==> src/rtl/tpc_defs.svh <==
// Register offsets, field positions, codes and reset values of the timer channel block
`ifndef TPC_DEFS_SVH
`define TPC_DEFS_SVH

// Byte offsets: standby word, then one 32-byte window per channel
`define TPC_OFS_STANDBY 8'h00
`define TPC_OFS_CTRL 5'h00
`define TPC_OFS_IOC 5'h04
`define TPC_OFS_IER 5'h08
`define TPC_OFS_SR 5'h0c
`define TPC_OFS_CNT 5'h10
`define TPC_OFS_GRA 5'h14
`define TPC_OFS_GRB 5'h18

// Control register fields
`define TPC_CKS 2:0
`define TPC_EXT_EDGE 4:3
`define TPC_CCLR 6:5

// Clock select codes
`define TPC_CKS_DIV1 3'h0
`define TPC_CKS_DIV4 3'h1
`define TPC_CKS_DIV16 3'h2
`define TPC_CKS_DIV64 3'h3
`define TPC_CKS_EXTA 3'h4
`define TPC_CKS_EXTB 3'h5
`define TPC_CKS_EXTC 3'h6

// Prescaler terminal masks
`define TPC_PRE_DIV4 6'h03
`define TPC_PRE_DIV16 6'h0f
`define TPC_PRE_DIV64 6'h3f

// Counter clear sources
`define TPC_CCLR_GRA 2'h1
`define TPC_CCLR_GRB 2'h2

// I/O control nibble: bit 3 picks capture, low bits give level or edge
`define TPC_IO_CAPTURE 3
`define TPC_IO_LVL 1:0
`define TPC_IO_OFF 2'h0
`define TPC_IO_LOW 2'h1
`define TPC_IO_HIGH 2'h2
`define TPC_EDGE_RISE 2'h0
`define TPC_EDGE_FALL 2'h1

// Status and enable bit positions
`define TPC_FLAG_A 0
`define TPC_FLAG_B 1
`define TPC_FLAG_V 2

// Reset values
`define TPC_RST_CTRL 7'h00
`define TPC_RST_IOC 8'h00
`define TPC_RST_IER 3'h0
`define TPC_RST_CNT 16'h0000
`define TPC_RST_GR 16'hffff
`define TPC_COUNT_MAX 16'hffff

`endif

==> src/rtl/tpc_pkg.sv <==
// Types shared by the timer channel block
package tpc_pkg;

	// Register bus phases: first and second access state
	typedef enum logic [2:0] {
		TPC_BUS_IDLE = 3'b001,
		TPC_BUS_FIRST = 3'b010,
		TPC_BUS_SECOND = 3'b100
	} tpc_bus_state_type;

	typedef logic [15:0] tpc_count_type;

endpackage : tpc_pkg

==> src/rtl/tpc_edge_detect.sv <==
// Rise and fall detector for one synchronous pin input
`timescale 1ns/10ps

module tpc_edge_detect (
	// Clock and reset
	input wire logic clk_in,
	input wire logic rst_n_in,
	// Pin level and its edges
	input wire logic sig_in,
	output logic rise_out,
	output logic fall_out
);

	logic prev;

	// Previous level; pin is already synchronous to the clock
	always_ff @(posedge clk_in or negedge rst_n_in) begin
		if (!rst_n_in) begin
			prev <= 1'b1; // Pins idle high, so reset leaves no false rise
		end else begin
			prev <= sig_in;
		end
	end

	assign rise_out = sig_in & ~prev;
	assign fall_out = ~sig_in & prev;

endmodule : tpc_edge_detect

==> src/rtl/tpc_timer.sv <==
// Two-channel 16-bit timer with compare, capture, clearing and bus contention handling
//
// Notes on behaviour
// - Compare match fires in the last cycle count equals compare, as count updates.
// - On compare match the selected level is driven on the channel pin.
// - No second match until the next counter input clock.
// - A flag clears only by reading it as one, then writing zero.
// - Runs after reset; standby stops it and blocks channel register access.
// - Clear on match resets count in matching cycle; period is value plus one.
// - Clear during count write second state wins; the write is dropped.
// - Count write in its second state wins over an increment.
// - Compare write in its second state suppresses a match, even same value.
// - Capture during read first state returns the captured value.
// - Capture during compare write second state wins; the write is dropped.
// - Overflow together with clear: count clears, overflow flag stays unset.
// - Overflow during count write second state: write kept, no overflow flag.
// - Set flag with its enable bit raises the request until cleared.
//
// The address map and the Wishbone register port were decided locally.
`timescale 1ns/10ps
`include "tpc_defs.svh"

module tpc_timer
	import tpc_pkg::*;
#(
	parameter int CHANNELS = 2
) (
	// Clock and reset
	input wire logic CLOCK_IN,
	input wire logic ARST_N_IN,
	// Wishbone slave
	input wire logic WB_CYC_IN,
	input wire logic WB_STB_IN,
	input wire logic WB_WE_IN,
	input wire logic [7:0] WB_ADR_IN,
	input wire logic [3:0] WB_SEL_IN,
	input wire logic [31:0] WB_DAT_IN,
	output logic [31:0] WB_DAT_OUT,
	output logic WB_ACK_OUT,
	// Timer pins: ch1 A, ch1 B, ch2 A, ch2 B
	input wire logic [3:0] TIMER_IO_PIN_IN,
	output logic [3:0] TIMER_IO_PIN_OUT,
	output logic [3:0] TIMER_IO_PIN_OE_N_OUT,
	// Interrupt requests
	output logic [3:0] MATCH_CAPTURE_IRQ_OUT,
	output logic [1:0] OVERFLOW_IRQ_OUT,
	output logic IRQ_OUT
);

	////////////////////////////////////////////////////////////////////////////
	// Declarations

	logic [1:0] rst_pipe;
	logic rst_n;
	tpc_bus_state_type bus_state;
	tpc_bus_state_type next_bus_state;
	logic req;
	logic in_first;
	logic in_second;
	logic standby;
	logic [5:0] prescale;
	logic [3:0] pin_rise;
	logic [3:0] pin_fall;
	logic [31:0] next_rd_data;
	tpc_count_type cnt_view [CHANNELS];
	tpc_count_type gra_view [CHANNELS];
	tpc_count_type grb_view [CHANNELS];
	logic [6:0] ctrl_view [CHANNELS];
	logic [7:0] ioc_view [CHANNELS];
	logic [2:0] ier_view [CHANNELS];
	logic [2:0] flag_view [CHANNELS];
	logic [2:0] irq_view [CHANNELS];

	// Byte-lane merge of a 16-bit register
	function automatic tpc_count_type merge16(input tpc_count_type old, input logic [31:0] dat,
		input logic [3:0] sel);
		merge16 = {sel[1] ? dat[15:8] : old[15:8], sel[0] ? dat[7:0] : old[7:0]};
	endfunction : merge16

	// Edge pick by a two-bit mode: rise, fall or both
	function automatic logic pick_edge(input logic [1:0] mode, input logic r, input logic f);
		if (mode == `TPC_EDGE_RISE) begin
			pick_edge = r;
		end else if (mode == `TPC_EDGE_FALL) begin
			pick_edge = f;
		end else begin
			pick_edge = r | f;
		end
	endfunction : pick_edge

	////////////////////////////////////////////////////////////////////////////
	// Reset release

	// Async assert, release through two flops
	always_ff @(posedge CLOCK_IN or negedge ARST_N_IN) begin
		if (!ARST_N_IN) begin
			rst_pipe <= 2'b00;
		end else begin
			rst_pipe <= {rst_pipe[0], 1'b1};
		end
	end

	assign rst_n = rst_pipe[1];

	////////////////////////////////////////////////////////////////////////////
	// Bus phases: first state, then second state with ack

	assign req = WB_CYC_IN & WB_STB_IN;

	// Idle, first, second; a held request after ack starts a new access
	always_comb begin
		case (bus_state)
			TPC_BUS_IDLE: next_bus_state = req ? TPC_BUS_FIRST : TPC_BUS_IDLE;
			TPC_BUS_FIRST: next_bus_state = TPC_BUS_SECOND;
			TPC_BUS_SECOND: next_bus_state = TPC_BUS_IDLE;
			default: next_bus_state = TPC_BUS_IDLE;
		endcase
	end

	always_ff @(posedge CLOCK_IN or negedge rst_n) begin
		if (!rst_n) begin
			bus_state <= TPC_BUS_IDLE;
		end else begin
			bus_state <= next_bus_state;
		end
	end

	assign in_first = (bus_state == TPC_BUS_FIRST) & req;
	assign in_second = (bus_state == TPC_BUS_SECOND) & req;
	assign WB_ACK_OUT = in_second;

	// Standby bit stays reachable so software can leave standby
	always_ff @(posedge CLOCK_IN or negedge rst_n) begin
		if (!rst_n) begin
			standby <= 1'b0;
		end else if (in_second && WB_WE_IN && WB_SEL_IN[0] && WB_ADR_IN == `TPC_OFS_STANDBY) begin
			standby <= WB_DAT_IN[0];
		end
	end

	////////////////////////////////////////////////////////////////////////////
	// Prescaler and pin edges

	// Frozen in standby so the whole unit stops
	always_ff @(posedge CLOCK_IN or negedge rst_n) begin
		if (!rst_n) begin
			prescale <= 6'h00;
		end else if (!standby) begin
			prescale <= prescale + 6'h01;
		end
	end

	for (genvar p = 0; p < 4; p++) begin : g_pin
		tpc_edge_detect u_edge (
			.clk_in(CLOCK_IN),
			.rst_n_in(rst_n),
			.sig_in(TIMER_IO_PIN_IN[p]),
			.rise_out(pin_rise[p]),
			.fall_out(pin_fall[p])
		);
	end

	////////////////////////////////////////////////////////////////////////////
	// Channels

	for (genvar c = 0; c < CHANNELS; c++) begin : g_ch
		localparam int PA = 2 * c;
		localparam int PB = 2 * c + 1;
		tpc_count_type cnt;
		tpc_count_type gra;
		tpc_count_type grb;
		logic [6:0] ctrl;
		logic [7:0] ioc;
		logic [2:0] ier;
		logic [2:0] flag;
		logic [2:0] seen;
		logic [2:0] flag_set;
		logic [2:0] flag_clr;
		logic pin_a;
		logic pin_b;
		logic hit;
		logic wr_ctrl;
		logic wr_ioc;
		logic wr_ier;
		logic wr_sr;
		logic wr_cnt;
		logic wr_gra;
		logic wr_grb;
		logic rd_sr;
		logic ext_edge;
		logic tick;
		logic match_a;
		logic match_b;
		logic cap_a;
		logic cap_b;
		logic clear;
		logic ovf;

		// Decode of this channel's window; standby blocks it
		assign hit = !standby && WB_ADR_IN[7:5] == 3'(c + 1);
		assign wr_ctrl = in_second & WB_WE_IN & hit & WB_ADR_IN[4:0] == `TPC_OFS_CTRL;
		assign wr_ioc = in_second & WB_WE_IN & hit & WB_ADR_IN[4:0] == `TPC_OFS_IOC;
		assign wr_ier = in_second & WB_WE_IN & hit & WB_ADR_IN[4:0] == `TPC_OFS_IER;
		assign wr_sr = in_second & WB_WE_IN & hit & WB_ADR_IN[4:0] == `TPC_OFS_SR;
		assign wr_cnt = in_second & WB_WE_IN & hit & WB_ADR_IN[4:0] == `TPC_OFS_CNT;
		assign wr_gra = in_second & WB_WE_IN & hit & WB_ADR_IN[4:0] == `TPC_OFS_GRA;
		assign wr_grb = in_second & WB_WE_IN & hit & WB_ADR_IN[4:0] == `TPC_OFS_GRB;
		assign rd_sr = in_first & ~WB_WE_IN & hit & WB_ADR_IN[4:0] == `TPC_OFS_SR;

		// External clock edge on a shared pin, per selected edge
		always_comb begin
			case (ctrl[`TPC_CKS])
				`TPC_CKS_EXTA: ext_edge = pick_edge(ctrl[`TPC_EXT_EDGE], pin_rise[0], pin_fall[0]);
				`TPC_CKS_EXTB: ext_edge = pick_edge(ctrl[`TPC_EXT_EDGE], pin_rise[1], pin_fall[1]);
				`TPC_CKS_EXTC: ext_edge = pick_edge(ctrl[`TPC_EXT_EDGE], pin_rise[2], pin_fall[2]);
				default: ext_edge = 1'b0;
			endcase
		end

		// Counter input clock
		always_comb begin
			case (ctrl[`TPC_CKS])
				`TPC_CKS_DIV1: tick = 1'b1;
				`TPC_CKS_DIV4: tick = (prescale & `TPC_PRE_DIV4) == `TPC_PRE_DIV4;
				`TPC_CKS_DIV16: tick = (prescale & `TPC_PRE_DIV16) == `TPC_PRE_DIV16;
				`TPC_CKS_DIV64: tick = prescale == `TPC_PRE_DIV64;
				default: tick = ext_edge;
			endcase
		end

		// Match only as the equal count is about to move; a compare write masks it
		assign match_a = !standby && tick && cnt == gra && !ioc[`TPC_IO_CAPTURE] && !wr_gra;
		assign match_b = !standby && tick && cnt == grb && !ioc[4 + `TPC_IO_CAPTURE] && !wr_grb;
		assign cap_a = !standby && ioc[`TPC_IO_CAPTURE] &&
			pick_edge(ioc[`TPC_IO_LVL], pin_rise[PA], pin_fall[PA]);
		assign cap_b = !standby && ioc[4 + `TPC_IO_CAPTURE] &&
			pick_edge(ioc[5:4], pin_rise[PB], pin_fall[PB]);

		// Clear source; clearing in the matching cycle gives period N+1
		assign clear = (ctrl[`TPC_CCLR] == `TPC_CCLR_GRA && (match_a || cap_a)) ||
			(ctrl[`TPC_CCLR] == `TPC_CCLR_GRB && (match_b || cap_b));
		// Wrap flags only when neither clear nor count write took the cycle
		assign ovf = !standby && tick && cnt == `TPC_COUNT_MAX && !clear && !wr_cnt;

		// Count: clear beats write, write beats increment
		always_ff @(posedge CLOCK_IN or negedge rst_n) begin
			if (!rst_n) begin
				cnt <= `TPC_RST_CNT;
			end else if (clear) begin
				cnt <= `TPC_RST_CNT;
			end else if (wr_cnt) begin
				cnt <= merge16(cnt, WB_DAT_IN, WB_SEL_IN);
			end else if (tick && !standby) begin
				cnt <= cnt + 16'h0001;
			end
		end

		// Compare registers: capture beats a write in the same cycle
		always_ff @(posedge CLOCK_IN or negedge rst_n) begin
			if (!rst_n) begin
				gra <= `TPC_RST_GR;
				grb <= `TPC_RST_GR;
			end else begin
				if (cap_a) begin
					gra <= cnt;
				end else if (wr_gra) begin
					gra <= merge16(gra, WB_DAT_IN, WB_SEL_IN);
				end
				if (cap_b) begin
					grb <= cnt;
				end else if (wr_grb) begin
					grb <= merge16(grb, WB_DAT_IN, WB_SEL_IN);
				end
			end
		end

		// Configuration registers
		always_ff @(posedge CLOCK_IN or negedge rst_n) begin
			if (!rst_n) begin
				ctrl <= `TPC_RST_CTRL;
				ioc <= `TPC_RST_IOC;
				ier <= `TPC_RST_IER;
			end else begin
				if (wr_ctrl && WB_SEL_IN[0]) begin
					ctrl <= WB_DAT_IN[6:0];
				end
				if (wr_ioc && WB_SEL_IN[0]) begin
					ioc <= WB_DAT_IN[7:0];
				end
				if (wr_ier && WB_SEL_IN[0]) begin
					ier <= WB_DAT_IN[2:0];
				end
			end
		end

		// Flags: set wins over a clear in the same cycle
		assign flag_set = {ovf, match_b | cap_b, match_a | cap_a};
		assign flag_clr = (wr_sr && WB_SEL_IN[0]) ? (seen & ~WB_DAT_IN[2:0]) : 3'h0;
		always_ff @(posedge CLOCK_IN or negedge rst_n) begin
			if (!rst_n) begin
				flag <= 3'h0;
			end else begin
				flag <= flag_set | (flag & ~flag_clr);
			end
		end

		// Bits read as one arm the clear; any status write disarms
		always_ff @(posedge CLOCK_IN or negedge rst_n) begin
			if (!rst_n) begin
				seen <= 3'h0;
			end else if (rd_sr) begin
				seen <= flag;
			end else if (wr_sr) begin
				seen <= 3'h0;
			end
		end

		// Pin levels on compare match: low, high or toggle
		always_ff @(posedge CLOCK_IN or negedge rst_n) begin
			if (!rst_n) begin
				pin_a <= 1'b0;
				pin_b <= 1'b0;
			end else begin
				if (match_a) begin
					case (ioc[`TPC_IO_LVL])
						`TPC_IO_LOW: pin_a <= 1'b0;
						`TPC_IO_HIGH: pin_a <= 1'b1;
						`TPC_IO_OFF: pin_a <= pin_a;
						default: pin_a <= ~pin_a;
					endcase
				end
				if (match_b) begin
					case (ioc[5:4])
						`TPC_IO_LOW: pin_b <= 1'b0;
						`TPC_IO_HIGH: pin_b <= 1'b1;
						`TPC_IO_OFF: pin_b <= pin_b;
						default: pin_b <= ~pin_b;
					endcase
				end
			end
		end

		// Drive only in compare-output mode; shared clock pins stay inputs otherwise
		assign TIMER_IO_PIN_OUT[PA] = pin_a;
		assign TIMER_IO_PIN_OUT[PB] = pin_b;
		assign TIMER_IO_PIN_OE_N_OUT[PA] = ioc[`TPC_IO_CAPTURE] | (ioc[`TPC_IO_LVL] == `TPC_IO_OFF);
		assign TIMER_IO_PIN_OE_N_OUT[PB] = ioc[4 + `TPC_IO_CAPTURE] | (ioc[5:4] == `TPC_IO_OFF);

		// Views for the read mux; a capture in this cycle is already visible
		assign cnt_view[c] = cnt;
		assign gra_view[c] = cap_a ? cnt : gra;
		assign grb_view[c] = cap_b ? cnt : grb;
		assign ctrl_view[c] = ctrl;
		assign ioc_view[c] = ioc;
		assign ier_view[c] = ier;
		assign flag_view[c] = flag;
		assign irq_view[c] = flag & ier;
		assign MATCH_CAPTURE_IRQ_OUT[2 * c] = irq_view[c][`TPC_FLAG_A];
		assign MATCH_CAPTURE_IRQ_OUT[2 * c + 1] = irq_view[c][`TPC_FLAG_B];
		assign OVERFLOW_IRQ_OUT[c] = irq_view[c][`TPC_FLAG_V];
	end

	// One level request for all sources; stays set across standby
	assign IRQ_OUT = |{MATCH_CAPTURE_IRQ_OUT, OVERFLOW_IRQ_OUT};

	////////////////////////////////////////////////////////////////////////////
	// Read data

	// Unmapped or blocked addresses read zero
	always_comb begin
		int ch;
		ch = int'(WB_ADR_IN[7:5]) - 1;
		next_rd_data = 32'h0000_0000;
		if (WB_ADR_IN == `TPC_OFS_STANDBY) begin
			next_rd_data = {31'h0000_0000, standby};
		end else if (!standby && ch >= 0 && ch < CHANNELS) begin
			case (WB_ADR_IN[4:0])
				`TPC_OFS_CTRL: next_rd_data = {25'h000_0000, ctrl_view[ch]};
				`TPC_OFS_IOC: next_rd_data = {24'h00_0000, ioc_view[ch]};
				`TPC_OFS_IER: next_rd_data = {29'h0000_0000, ier_view[ch]};
				`TPC_OFS_SR: next_rd_data = {29'h0000_0000, flag_view[ch]};
				`TPC_OFS_CNT: next_rd_data = {16'h0000, cnt_view[ch]};
				`TPC_OFS_GRA: next_rd_data = {16'h0000, gra_view[ch]};
				`TPC_OFS_GRB: next_rd_data = {16'h0000, grb_view[ch]};
				default: next_rd_data = 32'h0000_0000;
			endcase
		end
	end

	// Sampled at the end of the first state, held through ack
	always_ff @(posedge CLOCK_IN or negedge rst_n) begin
		if (!rst_n) begin
			WB_DAT_OUT <= 32'h0000_0000;
		end else if (in_first && !WB_WE_IN) begin
			WB_DAT_OUT <= next_rd_data;
		end
	end

endmodule : tpc_timer

==> config.mk <==
export PLATFORM = sky130hd
export DESIGN_NAME = tpc_timer
export DESIGN_NICKNAME = d
export VERILOG_FILES = /design/src/rtl/tpc_pkg.sv /design/src/rtl/tpc_edge_detect.sv /design/src/rtl/tpc_timer.sv
export VERILOG_INCLUDE_DIRS = /design/src /design/src/rtl
export SDC_FILE = /design/constraint.sdc
export NUM_CORES = 1
export LEC_CHECK = 0
export BUFFER_PORTS_ARGS = -buffer_cell sky130_fd_sc_hd__buf_2
export CAP_MARGIN = 20
export CELL_PAD_IN_SITES_DETAIL_PLACEMENT = 0
export CELL_PAD_IN_SITES_GLOBAL_PLACEMENT = 2
export CORE_AREA = 2 2 193 157
export DETAILED_ROUTE_END_ITERATION = 8
export DIE_AREA = 0 0 195 159
export PLACE_DENSITY_LB_ADDON = 0.1
export SETUP_SLACK_MARGIN = 0.05
export SLEW_MARGIN = 20
export SYNTH_ARGS = -nofsm -noshare
export SYNTH_HDL_FRONTEND = slang
export SYNTH_HIERARCHICAL = 1
export SYNTH_SLANG_ARGS = --single-unit
==> constraint.sdc <==
create_clock -name CLOCK_IN -period 12.4 [get_ports CLOCK_IN]
set_input_delay 0 -clock CLOCK_IN [delete_from_list [all_inputs] [get_ports CLOCK_IN]]
set_output_delay 0 -clock CLOCK_IN [all_outputs]
set_load 0.02 [all_outputs]
==> results.sh <==
export IMPL_outcome="complete, no violations"
export IMPL_ff_latch_area_um2=4590
export IMPL_post_cts_buffers=0
export IMPL_drt_initial_drc_count=722
export IMPL_multi_input_area_um2=6660
export IMPL_synth_cell_types=81
export IMPL_timing_setup_tns_ns=0
export IMPL_place_congestion=0.836
export IMPL_ys_seq_area_share_pct=38.9
export IMPL_rr_endpoint="g_ch[0].flag[2]"
export IMPL_fin_skew_ns=0.0133
export IMPL_ir_worst_vdd_mv=0.0894
export IMPL_initial_core_util_pct=40.7
export IMPL_drcViolationCount=0
export IMPL_yosys_warnings=6
export IMPL_syn_area_um2=11800
export IMPL_cp_max_fo=17
export IMPL_async_flop_share_pct=100
export IMPL_numPortBuffers=66
export IMPL_ys_flop_type="dfrtp_1"
export IMPL_antenna_found_initial=1
export IMPL_dp_hpwl_mm=28.7
export IMPL_wl_mm=39.6
export IMPL_path_depth=7
export IMPL_regToRegStartpoint="bus_state[0]"
export IMPL_die_h_um=159
export IMPL_nFillCells=2825
export IMPL_clockBufferDepth=2
export IMPL_synth_top_area_share_pct=23.5
export IMPL_synth_area_leaders="dfrtp_1 (24%), dfstp_2 (15%), mux2i_1 (11%), o21ai_0 (4.7%), nand2_1 (4.3%)"
export IMPL_dr_wl_met3_mm=1.57
export IMPL_io_pins=101
export IMPL_reg2reg_slack_ns=8.77
export IMPL_syn_avg_cell_area_um2=9.36
export IMPL_min_path_type="input pin to flip-flop"
export IMPL_synthMostInstantiatedCell="nand2_1"
export IMPL_ctsHoldBuffers=19
export IMPL_worstRegToRegCells=7
export IMPL_cp_end_kind="flip-flop"
export IMPL_path_delay_family="compound AO/OA/AOI/OAI gates"
export IMPL_worst_path_buf_inv=0
export IMPL_hold_path_startpoint="WB_DAT_IN[3]"
export IMPL_rsz0062_at_grt="false"
export IMPL_finalMaxSlewViolations=0
export IMPL_synth_edf_count=0
export IMPL_holdWs_ns=0.0362
export IMPL_drt_antenna_violating_nets=0
export IMPL_nets=1350
export IMPL_vias=9643
export IMPL_drt_vias_per_instance=5.78
export IMPL_worst_ep_arrival_time_ns=3.90
export IMPL_fmax_mhz=275
export IMPL_ys_ff_latch=180
export IMPL_drive_above_1_share_pct=20.0
export IMPL_fin_crit_ns=3.63
export IMPL_core_area_um2=29000
export IMPL_met2WireLength_mm=16.8
export IMPL_final_util_pct=45.0
export IMPL_fin_crit_sh_pct=29.3
export IMPL_overflow=0
export IMPL_dieArea_um2=31000
export IMPL_htree_levels=4
export IMPL_worstMarginPinSlew_ns=1.03
export IMPL_cp_start_kind="flip-flop"
export IMPL_ctsRootBufferMaster="clkbuf_16"
export IMPL_yosys_area_top_type="dfrtp_1"
export IMPL_grt_max_degree=70
export IMPL_crit_start="bus_state[0]"
export IMPL_rows=56
export IMPL_cp_required_ns=12.67
export IMPL_path_cells="nand3b_1, nor2_1, and4bb_2, a2111oi_0, a21oi_1, o22ai_2, o41ai_1"
export IMPL_crit_type="flip-flop to flip-flop"
export IMPL_hold_viol_final=0
export IMPL_clock_latency_ns=0.45
export IMPL_grt_pass1_vias=9249
export IMPL_critPathMaxStageDelay_ns=0.88
export IMPL_diodes=0
export IMPL_power_density_nw_per_um2=112
export IMPL_detail_route_wl_per_cell_um=23.7
export IMPL_cpMaxStageDelayCell="a2111oi_0"
export IMPL_crit_path_end="g_ch[0].flag[2]"
export IMPL_ys_top_cells_by_count="nand2_1 (136), mux2i_1 (131), dfrtp_1 (111)"
export IMPL_cts_sinks=180
export IMPL_maxCapViolCount=0
export IMPL_firstDrtPassIters=5
export IMPL_syn_inst=1262
export IMPL_cts_tree="done"
export IMPL_die_x_um=195
export IMPL_leakagePower_nw=5.11
export IMPL_met1_length_mm=20.5
export IMPL_cts_buffers_inserted=17
export IMPL_grtUsageTotal_pct=25.8
export IMPL_grt_pass1_wl_mm=60.5
export IMPL_slew_headroom_pct=30.7
export IMPL_setup_viol=0
export IMPL_clk_pin_slew_ns=0.07
export IMPL_top_layer_used="met4"
export IMPL_cts_resized=0
export IMPL_syn2layout_area_growth_pct=10.6
==> stage by stage <==
stage | power [mW] | cells | cell area, um^2 | setup slack, ns
finish | 1.47 | 1669 | 13100 | 8.77
global route | 1.53 | 1669 | 13100 | 8.49
CTS | 1.48 | 1669 | 13100 | 8.69
detailed placement | 0.871 | 1618 | 12300 | 8.73
global placement | 0.870 | 1618 | 12200 | 8.79
floorplan | 0.808 | 1277 | 11900 | 7.13
==> worst min-delay path: cells and delay by family <==
kind                   cells  cell delay [ns]
buffers and inverters      1             0.24
AOI/OAI and AO/OA          1             0.08
and+or+nand+nor            1             0.11
==> cell families (layout without fill, tap and decap cells) <==
logic type	count (synthesis)	count (layout)	share of synthesized area [%]
buffers and inverters	141	156	5.48
adder cells (fa/ha/maj)	18	18	1.91
XOR/XNOR	69	69	5.12
other	2	17	0.0636
AND/OR/NAND/NOR	391	391	17.1
multiplexers	163	163	14.2
flip-flops	180	180	38.9
AO/OA/AOI/OAI	298	298	17.3
==> cell type report <==
class | count | area share [%]
Tap cell | 377 | 3.61
Clock inverter | 14 | 1.43
Multi-Input combinational cell | 956 | 50.9
Inverter | 25 | 0.718
Timing Repair Buffer | 99 | 4.79
Sequential cell | 180 | 35.2
Clock buffer | 18 | 3.36
==> worst min-delay path by stage <==
stage	to	slack [ns]	depth (start not counted)
2_1_floorplan	rst_pipe[0]	-0.30	0
3_3_place_gp	rst_pipe[0]	-0.21	1
3_5_place_dp	rst_pipe[0]	-0.21	1
4_1_cts	g_ch[1].ioc[0]	0.01	3
5_1_grt	g_ch[0].cnt[3]	0.03	3
6_report	g_ch[0].cnt[3]	0.04	3
==> layer usage <==
layer / global-route usage, % / vias up
li1: - / 4575
met4: 6.21 / 0
met2: 36.8 / 225
met3: 3.94 / 33
met5: 0 / -
met1: 40.4 / 4810
==> cells in the final DEF (no fill, tap or decap), drive strengths merged, types with 20 or more instances in the layout <==
cell,instances
o21ai,112
mux2i,131
xor2,35
nand3,27
a21oi,28
dfrtp,111
buf,80
nor2,67
dfstp,69
xnor2,34
mux2,32
nor3,20
inv,34
a211oi,33
nand2,139
==> power by group <==
part / internal (mW) / switching [mW] / leakage, nW
Sequential: 0.613 / 0.0749 / 2.14
Clock: 0.330 / 0.269 / 0.307
Combinational: 0.0764 / 0.102 / 2.66
Total: 1.02 / 0.446 / 5.11
==> registers in the layout, indices dropped and copies added, names as in the netlist, 14 cells and up <==
register,cells
g_ch.cnt,32
WB_DAT_OUT,16
g_ch.ioc,16
g_ch.ctrl,14
g_ch.gra,32
g_ch.grb,32
Power figures use the tool's default switching activity.
